$ cat config.mk
export PLATFORM = sky130hd
export DESIGN_NAME = ctsu_top
export DESIGN_NICKNAME = d
export VERILOG_FILES = /design/src/hdl/ctsu_pkg.sv /design/src/hdl/ctsu_act_mon.sv /design/src/hdl/ctsu_top.sv /design/src/hdl/ctsu_uart_rx.sv
export SDC_FILE = /design/constraint.sdc
export NUM_CORES = 1
export LEC_CHECK = 0
export BUFFER_PORTS_ARGS = -buffer_cell sky130_fd_sc_hd__clkbuf_2
export CORE_AREA = 5 5 268 270
export DETAILED_ROUTE_END_ITERATION = 8
export DIE_AREA = 0 0 273 275
export HOLD_SLACK_MARGIN = 0.02
export RECOVER_POWER = 25
export SYNTH_ARGS = -nofsm -noshare
export SYNTH_HDL_FRONTEND = slang
export SYNTH_SLANG_ARGS = --single-unit
$ cat constraint.sdc
create_clock -name i_clk -period 12.44 [get_ports i_clk]
set_input_delay 0 -clock i_clk [delete_from_list [all_inputs] [get_ports i_clk]]
set_output_delay 0 -clock i_clk [all_outputs]
set_load 0.02 [all_outputs]
$ cat src/hdl/ctsu_pkg.sv
package ctsu_pkg;
  // Overview of operation
  // - A signed seconds adjustment in tenths is added to the running time; the setting resets to zero.
  // - A whole-hour shift from -24 to +24 is added to the running time; the setting resets to zero.
  // - Hours are shown in twelve-hour or twenty-four-hour form as the clock mode selects.
  // - The time base follows one source: internal, 50 Hz mains, 60 Hz mains or satellite receiver.
  // - A lost synchronisation input raises the sync failure message on the display.
  // - The satellite serial receiver runs at a selectable baud rate, 4800 after reset.
  // - Seven display formats exist; the six-digit ones are refused on a four-digit display.
  // - Adjustments are reachable from function entry with quick access on, else only from calibration entry.
  // - Received universal time is shifted by -12 to +13 hours in half-hour steps, or left as local.
  // - The year is settable up to 2099 and drives the year fields.
  // - The month is settable from January to December.
  // - Four alarm relay outputs are standard and four more are optional.
  // - The time of day is settable as seconds since midnight, 0 to 86399.
  localparam int CLK_HZ = 250_000_000;
  localparam int TENTHS_PER_SEC = 10;
  localparam int CYC_PER_TENTH = CLK_HZ / TENTHS_PER_SEC;
  localparam int SYNC_TIMEOUT_MS = 2000;
  localparam int SYNC_TIMEOUT_CYC = (CLK_HZ / 1000) * SYNC_TIMEOUT_MS;
  localparam logic [2:0] MAINS50_PER_TENTH = 3'h5;
  localparam logic [2:0] MAINS60_PER_TENTH = 3'h6;
  localparam logic [19:0] DAY_TENTHS = 20'hd2f00;
  localparam logic [16:0] DAY_SECS_MAX = 17'h1517f;
  localparam int SECS_PER_HOUR = 3600;
  localparam int SECS_PER_MIN = 60;
  localparam logic [4:0] HOURS_PER_DAY = 5'h18;
  localparam logic [4:0] HOURS_HALF = 5'h0c;
  localparam logic [5:0] MINS_PER_HOUR = 6'h3c;
  localparam logic signed [22:0] TENTHS_SEC_S = 23'sha;
  localparam logic signed [22:0] TENTHS_PER_HOUR = 23'sh8ca0;
  localparam logic signed [22:0] TENTHS_PER_HALF = 23'sh4650;
  localparam logic signed [5:0] ADJ_HOUR_MAX = 6'sh18;
  localparam logic signed [5:0] UTC_MIN = -6'sh18;
  localparam logic signed [5:0] UTC_MAX = 6'sh1a;
  localparam logic signed [5:0] UTC_RST = 6'sh14;
  localparam int UTC_LOCAL_BIT = 6;
  localparam logic [11:0] YEAR_MIN = 12'h7da;
  localparam logic [11:0] YEAR_MAX = 12'h833;
  localparam logic [3:0] MONTH_MAX = 4'hc;
  localparam logic [3:0] MONTH_RST = 4'h1;
  localparam logic [2:0] BAUD_RST = 3'h2;
  localparam int SAT_MARK_BIT = 7;
  localparam logic [7:0] A_CTRL = 8'h00, A_BAUD = 8'h04, A_ADJ_SEC = 8'h08, A_ADJ_HOUR = 8'h0c;
  localparam logic [7:0] A_UTC = 8'h10, A_YEAR = 8'h14, A_MONTH = 8'h18, A_TIME = 8'h1c;
  localparam logic [7:0] A_STATUS = 8'h20, A_MASK = 8'h24, A_RELAY = 8'h28, A_DAYS = 8'h2c;
  localparam int ST_FAIL = 0, ST_FRAME = 1, ST_DAY = 2, ST_W = 3;

  typedef enum logic [1:0] {SRC_INT, SRC_50, SRC_60, SRC_SAT} ctsu_src_t;
  typedef enum logic [1:0] {ENT_NONE, ENT_FUNCTION_ENTRY_MODE, ENT_CAL} ctsu_entry_t;
  typedef enum logic [2:0] {FMT_HMS, FMT_HM, FMT_DDD, FMT_DM, FMT_MD, FMT_DMY, FMT_MDY} ctsu_fmt_t;
  typedef struct packed {
    ctsu_fmt_t fmt;
    ctsu_entry_t entry;
    ctsu_src_t src;
    logic quick;
    logic twelve;
  } ctsu_ctrl_t;
  typedef struct packed {
    logic [4:0] hours;
    logic [5:0] minutes;
    logic [5:0] seconds;
    logic pm;
    ctsu_fmt_t fmt;
  } ctsu_disp_t;
  localparam ctsu_ctrl_t CTRL_RST = '{fmt: FMT_HM, entry: ENT_NONE, src: SRC_INT, quick: 1'b1, twelve: 1'b0};

  function automatic int baud_div(input logic [2:0] code);
    case (code)
      3'h0: return CLK_HZ / 1200;
      3'h1: return CLK_HZ / 2400;
      3'h2: return CLK_HZ / 4800;
      3'h3: return CLK_HZ / 9600;
      3'h4: return CLK_HZ / 19200;
      3'h5: return CLK_HZ / 38400;
      3'h6: return CLK_HZ / 57600;
      default: return CLK_HZ / 115200;
    endcase
  endfunction
endpackage

$ cat src/hdl/ctsu_act_mon.sv
`timescale 1ns/1ps
`default_nettype none
module ctsu_act_mon #(
  parameter int P_TIMEOUT = 500_000_000
) (
  input wire logic i_clk,
  input wire logic i_reset,
  input wire logic i_enable,
  input wire logic i_activity,
  output logic o_fail
);
  localparam int W = $clog2(P_TIMEOUT + 1);
  if (P_TIMEOUT < 2) begin : g_chk
    $error("Timeout too short");
  end
  logic [W-1:0] cnt_reg, cnt_next;
  logic fail_reg, fail_next;

  always_comb begin
    cnt_next = cnt_reg;
    fail_next = fail_reg;
    if (!i_enable || i_activity) begin
      cnt_next = '0;
      fail_next = 1'b0;
    end else if (cnt_reg == W'(P_TIMEOUT - 1)) begin
      fail_next = 1'b1;
    end else begin
      cnt_next = cnt_reg + 1'b1;
    end
  end

  always_ff @(posedge i_clk or posedge i_reset) begin
    if (i_reset) begin
      cnt_reg <= '0;
      fail_reg <= 1'b0;
    end else begin
      cnt_reg <= cnt_next;
      fail_reg <= fail_next;
    end
  end
  assign o_fail = fail_reg;
endmodule
`default_nettype wire

$ cat src/hdl/ctsu_top.sv
`timescale 1ns/1ps
`default_nettype none
module ctsu_top
  import ctsu_pkg::*;
#(
  parameter int P_CYC_PER_TENTH = CYC_PER_TENTH,
  parameter int P_SYNC_TIMEOUT = SYNC_TIMEOUT_CYC,
  parameter int P_DIGITS = 6,
  parameter int P_RELAYS = 4,
  parameter bit P_AC_SUPPLY = 1'b1
) (
  input wire logic i_clk,
  input wire logic i_reset,
  input wire logic [7:0] i_addr,
  input wire logic [31:0] i_wdata,
  input wire logic i_wr,
  input wire logic i_rd,
  output logic [31:0] o_rdata,
  input wire logic i_mains,
  input wire logic i_sat_rx,
  output ctsu_disp_t o_disp,
  output logic [15:0] o_day_count,
  output logic [11:0] o_year,
  output logic [3:0] o_month,
  output logic o_sync_fail_msg,
  output logic [7:0] o_relay,
  output logic o_irq
);
  if (P_CYC_PER_TENTH < 2 || (P_DIGITS != 4 && P_DIGITS != 6) || P_RELAYS < 4 || P_RELAYS > 8) begin : g_chk
    $error("Unsupported parameter value");
  end

  localparam int TW = $clog2(P_CYC_PER_TENTH);

  logic mains_s1_reg, mains_s2_reg, mains_s3_reg, sat_s1_reg, sat_s2_reg;
  ctsu_ctrl_t ctrl_reg, ctrl_next;
  logic [2:0] baud_reg, baud_next;
  logic [15:0] adj_sec_reg, adj_sec_next;
  logic signed [5:0] adj_hr_reg, adj_hr_next;
  logic signed [5:0] utc_reg, utc_next;
  logic utc_local_reg, utc_local_next;
  logic [11:0] year_reg, year_next;
  logic [3:0] month_reg, month_next;
  logic [19:0] time_reg, time_next;
  logic [15:0] day_reg, day_next;
  logic [ST_W-1:0] st_reg, st_next, mask_reg, mask_next, ev;
  logic [7:0] relay_reg, relay_next, relay_mask;
  logic [TW-1:0] tcnt_reg, tcnt_next;
  logic [2:0] mcnt_reg, mcnt_next, mains_per;
  logic [1:0] fidx_reg, fidx_next;
  logic [4:0] fhour_reg, fhour_next;
  logic [5:0] fmin_reg, fmin_next;
  logic [31:0] rdata_reg, rdata_next;
  ctsu_disp_t disp_reg, disp_next;
  logic fail_msg_reg, irq_reg, irq_next;

  logic [7:0] rx_data;
  logic rx_valid, mon_fail;
  logic [17:0] baud_div_q;
  logic is_mains, mains_edge, int_tick, mains_tick, tick, adj_ok, frame_ok, day_roll;
  logic [16:0] secs, sat_secs;
  logic [4:0] hrs;
  logic signed [22:0] delta, sum, sat_val;
  ctsu_ctrl_t cw;

  function automatic logic [19:0] wrap_day(input logic signed [22:0] v);
    logic signed [22:0] d;
    d = signed'({3'h0, DAY_TENTHS});
    if (v < 0) return 20'(v + d);
    // A tick on top of a full day of shift can pass two day lengths
    else if (v >= d + d) return 20'(v - d - d);
    else if (v >= d) return 20'(v - d);
    else return 20'(v);
  endfunction

  function automatic logic fmt_ok(input ctsu_fmt_t f);
    case (f)
      FMT_HM, FMT_DDD, FMT_DM, FMT_MD: return 1'b1;
      FMT_HMS, FMT_DMY, FMT_MDY: return P_DIGITS >= 6;
      default: return 1'b0;
    endcase
  endfunction

  // Pins are asynchronous to i_clk: two flops before any logic looks at them
  always_ff @(posedge i_clk or posedge i_reset) begin
    if (i_reset) begin
      mains_s1_reg <= 1'b0;
      mains_s2_reg <= 1'b0;
      mains_s3_reg <= 1'b0;
      sat_s1_reg <= 1'b1;
      sat_s2_reg <= 1'b1;
    end else begin
      mains_s1_reg <= i_mains;
      mains_s2_reg <= mains_s1_reg;
      mains_s3_reg <= mains_s2_reg;
      sat_s1_reg <= i_sat_rx;
      sat_s2_reg <= sat_s1_reg;
    end
  end

  assign baud_div_q = 18'(baud_div(baud_reg));

  ctsu_uart_rx #(.P_DIV_W(18)) u_rx (
    .i_clk(i_clk),
    .i_reset(i_reset),
    .i_rx(sat_s2_reg),
    .i_div(baud_div_q),
    .o_data(rx_data),
    .o_valid(rx_valid)
  );

  // One watchdog serves whichever source is picked; internal never fails
  ctsu_act_mon #(.P_TIMEOUT(P_SYNC_TIMEOUT)) u_mon (
    .i_clk(i_clk),
    .i_reset(i_reset),
    .i_enable(ctrl_reg.src != SRC_INT),
    .i_activity(is_mains ? mains_edge : frame_ok),
    .o_fail(mon_fail)
  );

  for (genvar g = 0; g < 8; g++) begin : g_relay
    assign relay_mask[g] = (g < P_RELAYS);
  end

  assign is_mains = (ctrl_reg.src == SRC_50) || (ctrl_reg.src == SRC_60);
  assign mains_edge = mains_s2_reg && !mains_s3_reg;
  assign mains_per = (ctrl_reg.src == SRC_60) ? MAINS60_PER_TENTH : MAINS50_PER_TENTH;
  assign int_tick = (tcnt_reg == TW'(P_CYC_PER_TENTH - 1));
  assign mains_tick = mains_edge && (mcnt_reg == mains_per - 3'h1);
  // A dead mains reference falls back to the crystal so the clock keeps running
  assign tick = (is_mains && !mon_fail) ? mains_tick : int_tick;
  assign adj_ok = (ctrl_reg.entry == ENT_CAL) || (ctrl_reg.entry == ENT_FUNCTION_ENTRY_MODE && ctrl_reg.quick);
  assign secs = 17'(time_reg / 20'(TENTHS_PER_SEC));
  assign hrs = 5'(secs / 17'(SECS_PER_HOUR));
  assign sat_secs = 17'(fhour_reg * 17'(SECS_PER_HOUR)) + 17'(fmin_reg * 17'(SECS_PER_MIN)) + 17'(rx_data);

  always_comb begin
    ctrl_next = ctrl_reg;
    baud_next = baud_reg;
    adj_sec_next = adj_sec_reg;
    adj_hr_next = adj_hr_reg;
    utc_next = utc_reg;
    utc_local_next = utc_local_reg;
    year_next = year_reg;
    month_next = month_reg;
    day_next = day_reg;
    mask_next = mask_reg;
    relay_next = relay_reg;
    fidx_next = fidx_reg;
    fhour_next = fhour_reg;
    fmin_next = fmin_reg;
    frame_ok = 1'b0;
    cw = ctsu_ctrl_t'(i_wdata[$bits(ctsu_ctrl_t)-1:0]);
    tcnt_next = int_tick ? '0 : tcnt_reg + 1'b1;
    mcnt_next = mcnt_reg;
    if (mains_edge) mcnt_next = mains_tick ? 3'h0 : mcnt_reg + 3'h1;

    // Satellite frame: hours byte carries the mark bit, then minutes, then seconds
    if (rx_valid && ctrl_reg.src == SRC_SAT) begin
      if (rx_data[SAT_MARK_BIT]) begin
        fhour_next = rx_data[4:0];
        fidx_next = 2'h1;
      end else if (fidx_reg == 2'h1) begin
        fmin_next = rx_data[5:0];
        fidx_next = 2'h2;
      end else if (fidx_reg == 2'h2) begin
        fidx_next = 2'h0;
        frame_ok = (fhour_reg < HOURS_PER_DAY) && (fmin_reg < MINS_PER_HOUR) && (rx_data < 8'(MINS_PER_HOUR));
      end
    end
    sat_val = signed'({6'h0, sat_secs}) * TENTHS_SEC_S;
    if (!utc_local_reg) sat_val = sat_val + 23'(utc_reg) * TENTHS_PER_HALF;

    delta = tick ? 23'sh1 : 23'sh0;
    if (i_wr && adj_ok && i_addr == A_ADJ_SEC) begin
      adj_sec_next = i_wdata[15:0];
      delta = delta + 23'(signed'(i_wdata[15:0]));
    end
    if (i_wr && adj_ok && i_addr == A_ADJ_HOUR && signed'(i_wdata[5:0]) >= -ADJ_HOUR_MAX
        && signed'(i_wdata[5:0]) <= ADJ_HOUR_MAX) begin
      adj_hr_next = signed'(i_wdata[5:0]);
      delta = delta + 23'(signed'(i_wdata[5:0])) * TENTHS_PER_HOUR;
    end
    sum = signed'({3'h0, time_reg}) + delta;
    day_roll = tick && (sum >= signed'({3'h0, DAY_TENTHS}));
    time_next = wrap_day(sum);
    if (frame_ok) time_next = wrap_day(sat_val);
    if (day_roll) day_next = day_reg + 16'h1;

    if (i_wr) begin
      case (i_addr)
        A_CTRL: begin
          if (!P_AC_SUPPLY && (cw.src == SRC_50 || cw.src == SRC_60)) cw.src = ctrl_reg.src;
          if (!fmt_ok(cw.fmt)) cw.fmt = ctrl_reg.fmt;
          if (cw.entry != ENT_NONE && cw.entry != ENT_FUNCTION_ENTRY_MODE && cw.entry != ENT_CAL) cw.entry = ctrl_reg.entry;
          ctrl_next = cw;
        end
        A_BAUD: baud_next = i_wdata[2:0];
        A_UTC: if (signed'(i_wdata[5:0]) >= UTC_MIN && signed'(i_wdata[5:0]) <= UTC_MAX) begin
          utc_next = signed'(i_wdata[5:0]);
          utc_local_next = i_wdata[UTC_LOCAL_BIT];
        end
        A_YEAR: if (i_wdata[11:0] >= YEAR_MIN && i_wdata[11:0] <= YEAR_MAX) year_next = i_wdata[11:0];
        A_MONTH: if (i_wdata[3:0] != 4'h0 && i_wdata[3:0] <= MONTH_MAX) month_next = i_wdata[3:0];
        A_TIME: if (i_wdata[16:0] <= DAY_SECS_MAX) begin
          time_next = 20'({3'h0, i_wdata[16:0]} * 20'(TENTHS_PER_SEC));
        end
        A_MASK: mask_next = i_wdata[ST_W-1:0];
        A_RELAY: relay_next = i_wdata[7:0] & relay_mask;
        A_DAYS: day_next = i_wdata[15:0];
        default: ;
      endcase
    end

    ev = '0;
    ev[ST_FAIL] = mon_fail && !fail_msg_reg;
    ev[ST_FRAME] = frame_ok;
    ev[ST_DAY] = day_roll;
    // A new event in the clearing cycle stays set
    st_next = (st_reg & ~((i_wr && i_addr == A_STATUS) ? i_wdata[ST_W-1:0] : '0)) | ev;
    irq_next = |(st_next & mask_next);

    rdata_next = 32'h0;
    if (i_rd) begin
      case (i_addr)
        A_CTRL: rdata_next = 32'(ctrl_reg);
        A_BAUD: rdata_next = 32'(baud_reg);
        A_ADJ_SEC: rdata_next = 32'(adj_sec_reg);
        A_ADJ_HOUR: rdata_next = 32'(unsigned'(adj_hr_reg));
        A_UTC: rdata_next = 32'({utc_local_reg, unsigned'(utc_reg)});
        A_YEAR: rdata_next = 32'(year_reg);
        A_MONTH: rdata_next = 32'(month_reg);
        A_TIME: rdata_next = 32'(secs);
        A_STATUS: rdata_next = 32'(st_reg);
        A_MASK: rdata_next = 32'(mask_reg);
        A_RELAY: rdata_next = 32'(relay_reg);
        A_DAYS: rdata_next = 32'(day_reg);
        default: rdata_next = 32'h0;
      endcase
    end

    disp_next.minutes = 6'((secs % 17'(SECS_PER_HOUR)) / 17'(SECS_PER_MIN));
    disp_next.seconds = 6'(secs % 17'(SECS_PER_MIN));
    disp_next.fmt = ctrl_reg.fmt;
    disp_next.pm = hrs >= HOURS_HALF;
    disp_next.hours = hrs;
    if (ctrl_reg.twelve) begin
      if (hrs == 5'h0) disp_next.hours = HOURS_HALF;
      else if (hrs > HOURS_HALF) disp_next.hours = hrs - HOURS_HALF;
    end
  end

  always_ff @(posedge i_clk or posedge i_reset) begin
    if (i_reset) begin
      ctrl_reg <= CTRL_RST;
      baud_reg <= BAUD_RST;
      adj_sec_reg <= 16'h0;
      adj_hr_reg <= 6'sh0;
      utc_reg <= UTC_RST;
      utc_local_reg <= 1'b0;
      year_reg <= YEAR_MIN;
      month_reg <= MONTH_RST;
      time_reg <= 20'h0;
      day_reg <= 16'h0;
      st_reg <= '0;
      mask_reg <= '0;
      relay_reg <= 8'h0;
      tcnt_reg <= '0;
      mcnt_reg <= 3'h0;
      fidx_reg <= 2'h0;
      fhour_reg <= 5'h0;
      fmin_reg <= 6'h0;
      rdata_reg <= 32'h0;
      disp_reg <= '0;
      fail_msg_reg <= 1'b0;
      irq_reg <= 1'b0;
    end else begin
      ctrl_reg <= ctrl_next;
      baud_reg <= baud_next;
      adj_sec_reg <= adj_sec_next;
      adj_hr_reg <= adj_hr_next;
      utc_reg <= utc_next;
      utc_local_reg <= utc_local_next;
      year_reg <= year_next;
      month_reg <= month_next;
      time_reg <= time_next;
      day_reg <= day_next;
      st_reg <= st_next;
      mask_reg <= mask_next;
      relay_reg <= relay_next;
      tcnt_reg <= tcnt_next;
      mcnt_reg <= mcnt_next;
      fidx_reg <= fidx_next;
      fhour_reg <= fhour_next;
      fmin_reg <= fmin_next;
      rdata_reg <= rdata_next;
      disp_reg <= disp_next;
      fail_msg_reg <= mon_fail;
      irq_reg <= irq_next;
    end
  end

  assign o_rdata = rdata_reg;
  assign o_disp = disp_reg;
  assign o_day_count = day_reg;
  assign o_year = year_reg;
  assign o_month = month_reg;
  assign o_sync_fail_msg = fail_msg_reg;
  assign o_relay = relay_reg;
  assign o_irq = irq_reg;
endmodule
`default_nettype wire

$ cat src/hdl/ctsu_uart_rx.sv
`timescale 1ns/1ps
`default_nettype none
module ctsu_uart_rx #(
  parameter int P_DIV_W = 18
) (
  input wire logic i_clk,
  input wire logic i_reset,
  input wire logic i_rx,
  input wire logic [P_DIV_W-1:0] i_div,
  output logic [7:0] o_data,
  output logic o_valid
);
  if (P_DIV_W < 4) begin : g_chk
    $error("Divider too narrow");
  end
  typedef enum logic [1:0] {RX_IDLE, RX_START, RX_DATA, RX_STOP} ctsu_rx_state_t;
  ctsu_rx_state_t st_reg, st_next;
  logic [P_DIV_W-1:0] cnt_reg, cnt_next;
  logic [2:0] bit_reg, bit_next;
  logic [7:0] sh_reg, sh_next;
  logic vld_reg, vld_next;

  always_comb begin
    st_next = st_reg;
    cnt_next = (cnt_reg == '0) ? i_div - 1'b1 : cnt_reg - 1'b1;
    bit_next = bit_reg;
    sh_next = sh_reg;
    vld_next = 1'b0;
    case (st_reg)
      RX_IDLE: begin
        cnt_next = i_div >> 1;
        if (!i_rx) st_next = RX_START;
      end
      RX_START: if (cnt_reg == '0) begin
        bit_next = 3'h0;
        st_next = i_rx ? RX_IDLE : RX_DATA;
      end
      RX_DATA: if (cnt_reg == '0) begin
        sh_next = {i_rx, sh_reg[7:1]};
        bit_next = bit_reg + 3'h1;
        if (bit_reg == 3'h7) st_next = RX_STOP;
      end
      RX_STOP: if (cnt_reg == '0) begin
        vld_next = i_rx;
        st_next = RX_IDLE;
      end
      default: st_next = RX_IDLE;
    endcase
  end

  always_ff @(posedge i_clk or posedge i_reset) begin
    if (i_reset) begin
      st_reg <= RX_IDLE;
      cnt_reg <= '0;
      bit_reg <= 3'h0;
      sh_reg <= 8'h00;
      vld_reg <= 1'b0;
    end else begin
      st_reg <= st_next;
      cnt_reg <= cnt_next;
      bit_reg <= bit_next;
      sh_reg <= sh_next;
      vld_reg <= vld_next;
    end
  end
  assign o_data = sh_reg;
  assign o_valid = vld_reg;
endmodule
`default_nettype wire

* After elaboration in Yosys (flattened, before gate mapping) *
Index checks and enable logic that the tools add are counted.

storage, ports and cells
  flip-flop bits (word level) = 266
  bits in latches = 0
  memory bits (writable) = 0
  bits in read-only memories = 0
  input port bits = 46
  output and inout bits = 95
  memories = 0

cells by class
  add/subtract/negate cells = 21
  $mul = 6
  divide/modulo/power cells = 5
  magnitude comparators = 18
  equality and inequality tests = 45
  shifts and indexed selects = 0
  mux-type cells = 59
  bitwise operators = 6
  reductions and logical operators = 55

operator list
  kind                                                                                   count
  17-bit case mux with 12 select lines                                                   1
  20-bit 2-to-1 mux                                                                      10
  18-bit case mux with 7 select lines                                                    1
  20-bit by 19-bit subtractor with 20-bit output, second input constant                  4
  23-bit 2-to-1 mux                                                                      3
  29-bit 2-to-1 mux                                                                      2
  16-bit 2-to-1 mux                                                                      3
  23-bit by 21-bit greater-or-equal comparator with 1-bit output, second input constant  2
  23-bit by 22-bit greater-or-equal comparator with 1-bit output, second input constant  2
  23-bit by 1-bit less-than comparator with 1-bit output, second input constant          2
  20-bit by 19-bit adder with 20-bit output, second input constant                       2
  6-bit by 12-bit multiplier with 18-bit output, second input constant                   2
  18-bit 2-to-1 mux                                                                      2
  18-bit by 1-bit subtractor with 18-bit output, second input constant                   2
  8-bit by 5-bit equality test with 1-bit output, second input constant                  4
  8-bit by 6-bit equality test with 1-bit output, second input constant                  4
  29-bit by 1-bit adder with 29-bit output, second input constant                        1
  29-bit equality test, second input constant                                            1
  25-bit by 1-bit adder with 25-bit output, second input constant                        1
  25-bit equality test, second input constant                                            1
  25-bit 2-to-1 mux                                                                      1
  21-bit by 23-bit adder with 23-bit output                                              1
  22-bit by 22-bit adder with 23-bit output                                              1
  23-bit adder                                                                           1
  64 further kinds                                                                       161

* Depth between registers and ports, before layout *
Gate-level depths: netlist of run 1.

  depth after elaboration = 20
  mapped depth = 44
  depth with buffers taken out = 44

* Cells and area by module *
Synthesis of run 1 repeated with hierarchy kept, for this count alone.

second synthesis, totals
  cell total of the unflattened synthesis = 3,411
  area total of the unflattened synthesis = 27,670.3 um^2

by module, submodules not included
  module        times used  cells each  area an instance (um^2)  sequential area each (um^2)
  ctsu_top      1           2,992       23,836.6                 4,749.6
  ctsu_uart_rx  1           233         2,103.3                  800.8
  ctsu_act_mon  1           186         1,730.4                  750.7

* Worst setup path before layout of run 1 *
Ideal clock, no wire load.

  path type = register -> register
  start point = reg fmin_reg[2]
  end point = reg time_reg[19]
  setup time = 0.137 ns
  data arrival time = 8.723 ns
  slack = 3.580 ns
  stages on the path, launching flop included = 43
  path buffers = 1
  period minus slack after synthesis = 8.860 ns
  path through = dfrtp_1 > fa_1 > inv_1 > fa_1 > fa_1 > xor2_1 > fa_1 > inv_1 > ha_1 > inv_1 > o21ai_0 > a21oi_1 > o21ai_0 > xor2_1 > ha_1 > ha_1 > a21oi_1 > xnor2_1 > (+7 left out) > o21bai_1 > a21oi_1 > o21bai_1 > a21oi_1 > nor2b_1 > nor4_1 > a31oi_1 > a21oi_1 > o22ai_1 > a31o_2 > clkbuf_1 > nor2_1 > a32oi_1 > o21ai_0 > xnor2_1 > nor2_1 > a211oi_1 > a21oi_1

between the ends
  longest elaborated chain between the ends = 14
  elaborated cells between the ends (all ways) = 26

RTL lines
  what                                                                                                                                     line                            source
  start: declaration                                                                                                                       ctsu_top.sv:52                  logic [5:0] fmin_reg, fmin_next;
  start signal: assignment                                                                                                                 ctsu_top.sv:295                 fmin_reg <= fmin_next;
  6-bit by 4-bit multiplier with 10-bit output                                                                                             ctsu_top.sv:135                 assign sat_secs = 17'(fhour_reg * 17'(SECS_PER_HOUR)) + 17'(fmin_reg * 17'(SECS_PER_MIN)) + 17'(rx_data);
  17-bit by 12-bit adder with 17-bit output                                                                                                ctsu_top.sv:135
  17-bit by 8-bit adder with 17-bit output                                                                                                 ctsu_top.sv:135
  17-bit by 3-bit multiplier with 20-bit output                                                                                            ctsu_top.sv:171                 sat_val = signed'({6'h0, sat_secs}) * TENTHS_SEC_S;
  22-bit by 22-bit adder with 23-bit output                                                                                                ctsu_top.sv:172                 if (!utc_local_reg) sat_val = sat_val + 23'(utc_reg) * TENTHS_PER_HALF;
  23-bit 2-to-1 mux                                                                                                                        ctsu_top.sv:172
  20-bit by 19-bit subtractor with 20-bit output / 23-bit by 21-bit greater-or-equal comparator with 1-bit output (equally long branches)  ctsu_top.sv:71, ctsu_top.sv:72
  20-bit by 19-bit subtractor with 20-bit output / 20-bit 2-to-1 mux (equally long branches)                                               ctsu_top.sv:71, ctsu_top.sv:72
  20-bit 2-to-1 mux                                                                                                                        ctsu_top.sv:71                  else if (v >= d + d) return 20'(v - d - d);
  20-bit 2-to-1 mux                                                                                                                        ctsu_top.sv:69                  if (v < 0) return 20'(v + d);
  20-bit 2-to-1 mux (*)                                                                                                                    ctsu_top.sv:187                 if (frame_ok) time_next = wrap_day(sat_val);
  20-bit 2-to-1 mux                                                                                                                        ctsu_top.sv:205                 A_TIME: if (i_wdata[16:0] <= DAY_SECS_MAX) begin
  20-bit 2-to-1 mux                                                                                                                        ctsu_top.sv:191                 case (i_addr)
  20-bit 2-to-1 mux (*)                                                                                                                    ctsu_top.sv:190                 if (i_wr) begin
  via time_next[19]                                                                                                                        ctsu_top.sv:44                  logic [19:0] time_reg, time_next;
  end signal: assignment                                                                                                                   ctsu_top.sv:286                 time_reg <= time_next;
  end: declaration                                                                                                                         ctsu_top.sv:44

Mark *: on every way through the listed nets, which the timed path passes. The rest lies on a longest branch.
A chain may end at the register's enable or synchronous reset.

==> impl_metrics.tcl, run 1 <==
set metrics [dict create \
    status "complete, but fails checks" \
    violations "capacitance limit, slew limit" \
    synth_compound_area_frac 0.247 \
    cts_buffers 27 \
    fin_cells 4463 \
    min_from "i_addr[1]" \
    reg2reg_depth 28 \
    drt_iter0_markers 1688 \
    tns_ns 0 \
    yosys.area_share.simple 0.198 \
    hold_violations 0 \
    min_path_type "primary input to flop" \
    r2r-end "o_disp[10]$_DFF_PP0_" \
    worstMarginPinSlew_ns 5.79 \
    cp-start-kind "flop" \
    die_w_um 273 \
    synth_edf_count 0 \
    grt_pass1_wl_um 125000 \
    max_cap_violations 1 \
    grt_max_degree 123 \
    place_congestion 0.914 \
    cts_root_buf "clkbuf_16" \
    worstPathArrival_ns 11.08 \
    syn_inst 3455 \
    yosys.area_share.adder 0.158 \
    drt-total-wl_um 77500 \
    routedWlPerCell_um 17.4 \
    period_share 0.855 \
    cts_max_path_buffers 3 \
    fmax_mhz 94.1 \
    synth_seq_area_share 0.230 \
    worstSetupEndpointType "flop" \
    synth_top_family_by_area "compound AO/OA/AOI/OAI gates" \
    r2r_slack_ns 1.81 \
    fillerInstances 7018 \
    hold_end "o_rdata[10]$_DFF_PP0_" \
    insertion_delay_ns 0.57 \
    drtPass1Iterations 7 \
    placedCellCount 4388 \
    clkSinkCount 251 \
    row_count 97 \
    layout-drive-gt1-share 0.0833 \
    detailed_place_hpwl_um 59700 \
    worstPathRequired_ns 12.89 \
    num_vias 25000 \
    grt_pass1_vias 23400 \
    vias_per_cell 5.60 \
    synth_area_um2 27300 \
    die_y_um 275 \
    grtUsageTotal 0.199 \
    hold_depth 5 \
    start_util 0.395 \
    worstSetupPathType "flop to flop" \
    portBuffers 106 \
    coreArea_um2 69300 \
    cpMostUsedCell "nand4_1" \
    synthXorXnorAreaFrac 0.0807 \
    largest_reg_flops 29 \
    cts_tree "built" \
    yosysWarnings 0 \
    syn_to_final_growth_pct 8.97 \
    final_nets 3860 \
    holdWs_ns 0.0666 \
    skew_ns 0.0138 \
    drcViolationCount 0 \
    drv_slew 123 \
    ant_nets 0 \
    crit_fanout 21 \
    clk_pin_slew_ns 0.07 \
    antenna_found_initial 4 \
    relSlewSlack -2.86 \
    cts_setup_buffers 0 \
    fin_crit_ns 10.63 \
    slowest_delay_ns 0.74 \
    synthArstFlopShare 1.00 \
    cp_slowest_cell "and3_1" \
    holdBufCountCts 21 \
    dieArea_um2 75100 \
    setup_viol 0 \
    io_pins 141 \
    ys.flop_type "dfrtp_1" \
    grt.overflow.total 0 \
    cts_resized 0 \
    synth_mux_area_frac 0.0236 \
    avgSynthCellArea_um2 7.91 \
    r2r_start "time_reg[4]$_DFF_PP0_" \
    rsz0062_at_grt "false" \
    synth_cell_types 124 \
    h-tree-depth 1 \
    ys_seq_elements 251 \
]
## cells in the final DEF (no fill, tap or decap), types with 28 or more instances in the layout
cell,netlist,final
o21bai_1,50,50
o211ai_1,36,36
buf_4,25,34
a211oi_1,28,28
ha_1,280,280
nand2b_1,38,38
inv_1,246,245
nand2_1,351,351
xnor2_1,165,165
or3_1,28,28
clkbuf_2,1,93
a21oi_1,277,276
nand4_1,45,45
a31oi_1,38,38
mux2_2,33,33
and3_1,44,44
dfrtp_1,235,235
nand3_1,93,93
nor3_1,73,72
a21o_1,39,39
fa_1,36,36
nor2_1,289,289
xor2_1,85,85
o21ai_0,245,245
## metal layers
metal	wire, um	track usage	vias up
met1	35400	0.269	11900
met2	35800	0.333	523
met5	0	0	-
li1	-	-	12500
met4	2090	0.0482	0
met3	4160	0.0343	126
## layout make-up
| type | count | area [um2] | area share |
|---|---|---|---|
| timing repair buffer | 161 | 980 | 0.0329 |
| inverter | 251 | 943 | 0.0317 |
| antenna | 4 | 10.0 | 0.000336 |
| tap | 940 | 1180 | 0.0395 |
| multi-input combinational | 2806 | 19400 | 0.653 |
| clock buffer | 36 | 769 | 0.0258 |
| sequential | 251 | 6300 | 0.211 |
| clock inverter | 14 | 170 | 0.00571 |
## cell families after synthesis
kind of cell    after synthesis
other cells                   1
xor+xnor                    251
flops                       251
simple gates               1126
mux                          59
buf+inv                     416
compound gates             1025
fa+ha+maj                   326
## critical path, delay by kind of cell, from the launching register on
family | cells | cell delay, ns
AO/OA/AOI/OAI | 17 | 5.21
XOR/XNOR | 1 | 0.49
flip-flops | 1 | 0.62
multiplexers | 2 | 0.83
AND/OR/NAND/NOR | 8 | 3.30
## cells in the mapped netlist (45+ instances only)
cell,number,area (um2)
a21oi_1,277,1390
clkbuf_1,114,428
dfrtp_1,235,5880
ha_1,280,3500
inv_1,246,923
nand2_1,351,1320
nand3_1,93,465
nand4_1,45,282
nor2_1,289,1080
nor3_1,73,365
o21ai_0,245,1230
o21bai_1,50,375
xnor2_1,165,1450
xor2_1,85,744
## worst max path at each step
stage / startpoint / to / slack, ns / cells after the start
after floorplan: fmin_reg[2]$_DFFE_PP0P_ / time_reg[19]$_DFF_PP0_ / 3.58 / 42
after global placement: time_reg[4]$_DFF_PP0_ / o_disp[10]$_DFF_PP0_ / 2.00 / 28
after detailed placement: time_reg[4]$_DFF_PP0_ / o_disp[10]$_DFF_PP0_ / 2.01 / 28
after CTS: time_reg[4]$_DFF_PP0_ / o_disp[10]$_DFF_PP0_ / 1.91 / 28
after global routing: time_reg[19]$_DFF_PP0_ / o_disp[10]$_DFF_PP0_ / 0.98 / 28
final: time_reg[4]$_DFF_PP0_ / o_disp[10]$_DFF_PP0_ / 1.81 / 28
## stage by stage
stage,util,cell area [um2],setup WS [ns]
final,0.430,29800,1.81
after global routing,0.430,29800,0.979
after CTS,0.430,29800,1.91
after detailed placement,0.414,28700,2.01
after global placement,0.414,28700,2.00
after floorplan,-,27400,3.58
Power of run 1 is left out: the tool's default activity adds up to more than one toggle a clock period on the data nets, which glitch-free logic cannot reach.
==> run 2: changes to the inputs <==
Settings changed: BUFFER_PORTS_ARGS -buffer_cell sky130_fd_sc_hd__clkbuf_2 to not set, CORE_AREA 5 5 268 270 to 5 5 270 272, DIE_AREA 0 0 273 275 to 0 0 275 277, DONT_BUFFER_PORTS set to 1, SYNTH_HIERARCHICAL set to 1.
==> impl_metrics.tcl, run 2 <==
set metrics [dict create \
    status "complete, but fails checks" \
    violations "capacitance limit, slew limit" \
    yosys.area_share.adder 0.155 \
    synth_area_um2 27700 \
    synthArstFlopShare 1.00 \
    synth_top_family_by_area "compound AO/OA/AOI/OAI gates" \
    cp_slowest_cell "dfrtp_1" \
    cts_max_path_buffers 3 \
    row_count 98 \
    synth_edf_count 0 \
    rsz0062_at_grt "false" \
    fin_crit_ns 10.05 \
    ys_seq_elements 251 \
    power_density_nw_per_um2 158 \
    cts_root_buf "clkbuf_16" \
    pre_cts_ws_ns 2.54 \
    worstSetupPathType "flop to flop" \
    syn_to_final_growth_pct 8.19 \
    drt_iter0_markers 1804 \
    crit_fanout 26 \
    tns_ns 0 \
    portBuffers 0 \
    cts_resized 0 \
    largest_reg_flops 29 \
    synth.area.top_cells "dfrtp_1 21%, ha_1 12%, xnor2_1 5.4%, a21oi_1 4.7%, nand2_1 4.2%" \
    synth_mux_area_frac 0.0276 \
    final_common_cell "nand2_1" \
    grtUsageTotal 0.206 \
    synth_most_common_cell "nand2_1" \
    yosysTopAreaCell "dfrtp_1" \
    grt_pass1_vias 23600 \
    cpMostUsedCell "a21oi_1" \
    syn_inst 3411 \
    ir_drop_mv 0.144 \
    synth_top_area_frac 0.213 \
    dieArea_um2 76200 \
    antenna_found_initial 3 \
    worstPathArrival_ns 10.49 \
    detailed_place_hpwl_um 60600 \
    placed_area_um2 28500 \
    worstMarginPinSlew_ns 5.88 \
    synth_compound_area_frac 0.251 \
    fin_cells 4355 \
    avgSynthCellArea_um2 8.11 \
    start_util 0.392 \
    worstPathRequired_ns 12.88 \
    hold_violations 0 \
    cts_tree "built" \
    slowest_delay_ns 0.94 \
    drt-total-wl_um 81400 \
    io_pins 141 \
    place_congestion 0.884 \
    clk_pin_slew_ns 0.06 \
    period_share 0.808 \
    finalInstanceArea_um2 29900 \
    synth_cell_types 133 \
    multi_input_area_um2 19900 \
    grt_max_degree 124 \
    die_w_um 275 \
    synth_seq_area_share 0.228 \
    power_mw 4.74 \
    netlist_top_cells_count "311 x nand2_1, 287 x nor2_1, 274 x ha_1" \
    layout-drive-gt1-share 0.0708 \
    grt_pass1_wl_um 130000 \
    drtPass1Iterations 6 \
    final_cell_mix "311 x nand2_1, 285 x nor2_1, 274 x ha_1" \
    skew_ns 0.0161 \
    routedWlPerCell_um 18.7 \
    cts_buffers 30 \
    fillerInstances 7097 \
    yosysWarnings 6 \
    relSlewSlack -2.94 \
    drcViolationCount 0 \
    synthXorXnorAreaFrac 0.0833 \
    yosys.area_share.simple 0.197 \
    grt.overflow.total 0 \
    die_y_um 277 \
    cp-start-kind "flop" \
    h-tree-depth 1 \
    postLayoutCoreUtil 0.425 \
    seq_area_um2 6300 \
    fmax_mhz 99.5 \
    insertion_delay_ns 0.59 \
    vias_per_cell 5.79 \
    coreArea_um2 70500 \
    setup_viol 0 \
    ys.flop_type "dfrtp_1" \
    ant_nets 0 \
    worstSetupEndpointType "flop" \
    drv_slew 188 \
    num_vias 25200 \
    clkSinkCount 251 \
    min_path_type "primary input to flop" \
    final_nets 3734 \
    max_cap_violations 3 \
    holdWs_ns 0.0485 \
    placedCellCount 4260 \
    final.setup.worst_slack_ns 2.39 \
    power_leakage_nw 13.2 \
]
[run 2: layout make-up]
class,instances,share of cell area
multi-input cells,2795,0.664
well taps,950,0.0397
diodes,3,0.000251
clock inverters,21,0.00991
inverters,236,0.0297
repair buffers,64,0.0188
flip-flops and latches,251,0.210
clock buffers,35,0.0274
[run 2: cells by family (layout without fill, tap and decap cells)]
kind of cell	Yosys count	in the layout
simple gates	1102	1102
compound gates	1019	1019
buf+inv	383	356
fa+ha+maj	324	324
xor+xnor	260	260
flops	251	251
mux	71	71
other cells	1	22
[run 2: power by group]
part           total, mW  switching [mW]  internal, mW
clock              0.980           0.396         0.584
combinational       2.76            1.75          1.02
sequential         0.995           0.110         0.885
[run 2: worst paths after layout]
kind,startpoint,to,slack [ns],cells after the start
max in group asynchronous,i_reset,o_disp[19]$_DFF_PP0_,8.01,3
max reg2reg,time_reg[18]$_DFF_PP0_,o_disp[9]$_DFF_PP0_,2.39,31
min reg2reg,mains_s1_reg$_DFF_PP0_,mains_s2_reg$_DFF_PP0_,0.36,0
min in group asynchronous,i_reset,u_mon/cnt_reg[12]$_DFFE_PP0P_,0.52,3
min,i_wdata[9],time_reg[11]$_DFF_PP0_,0.05,5
max,time_reg[18]$_DFF_PP0_,o_disp[9]$_DFF_PP0_,2.39,31
[run 2: layer usage]
metal | global-route usage | routed length (um) | vias up
li1 | - | - | 12400
met1 | 0.284 | 36000 | 12000
met2 | 0.340 | 38100 | 735
met3 | 0.0354 | 5350 | 97
met4 | 0.0457 | 1870 | 2
met5 | 0 | 13 | -
[run 2: critical path, delay by kind of cell (launching register included)]
kind	cells	cell delay, ns
adders and majority gates	3	1.11
DFF	1	0.94
AOI/OAI and AO/OA	16	5.19
muxes	1	0.22
xor gates and xnor gates	2	0.29
and+or+nand+nor	9	2.10
[run 2: repair_timing]
action	in CTS	in global routing
setup endpoints to repair	0	0
hold buffers	36	0
hold endpoints to repair	291	0
setup buffers	0	0
(Power assumes the default switching activity.)
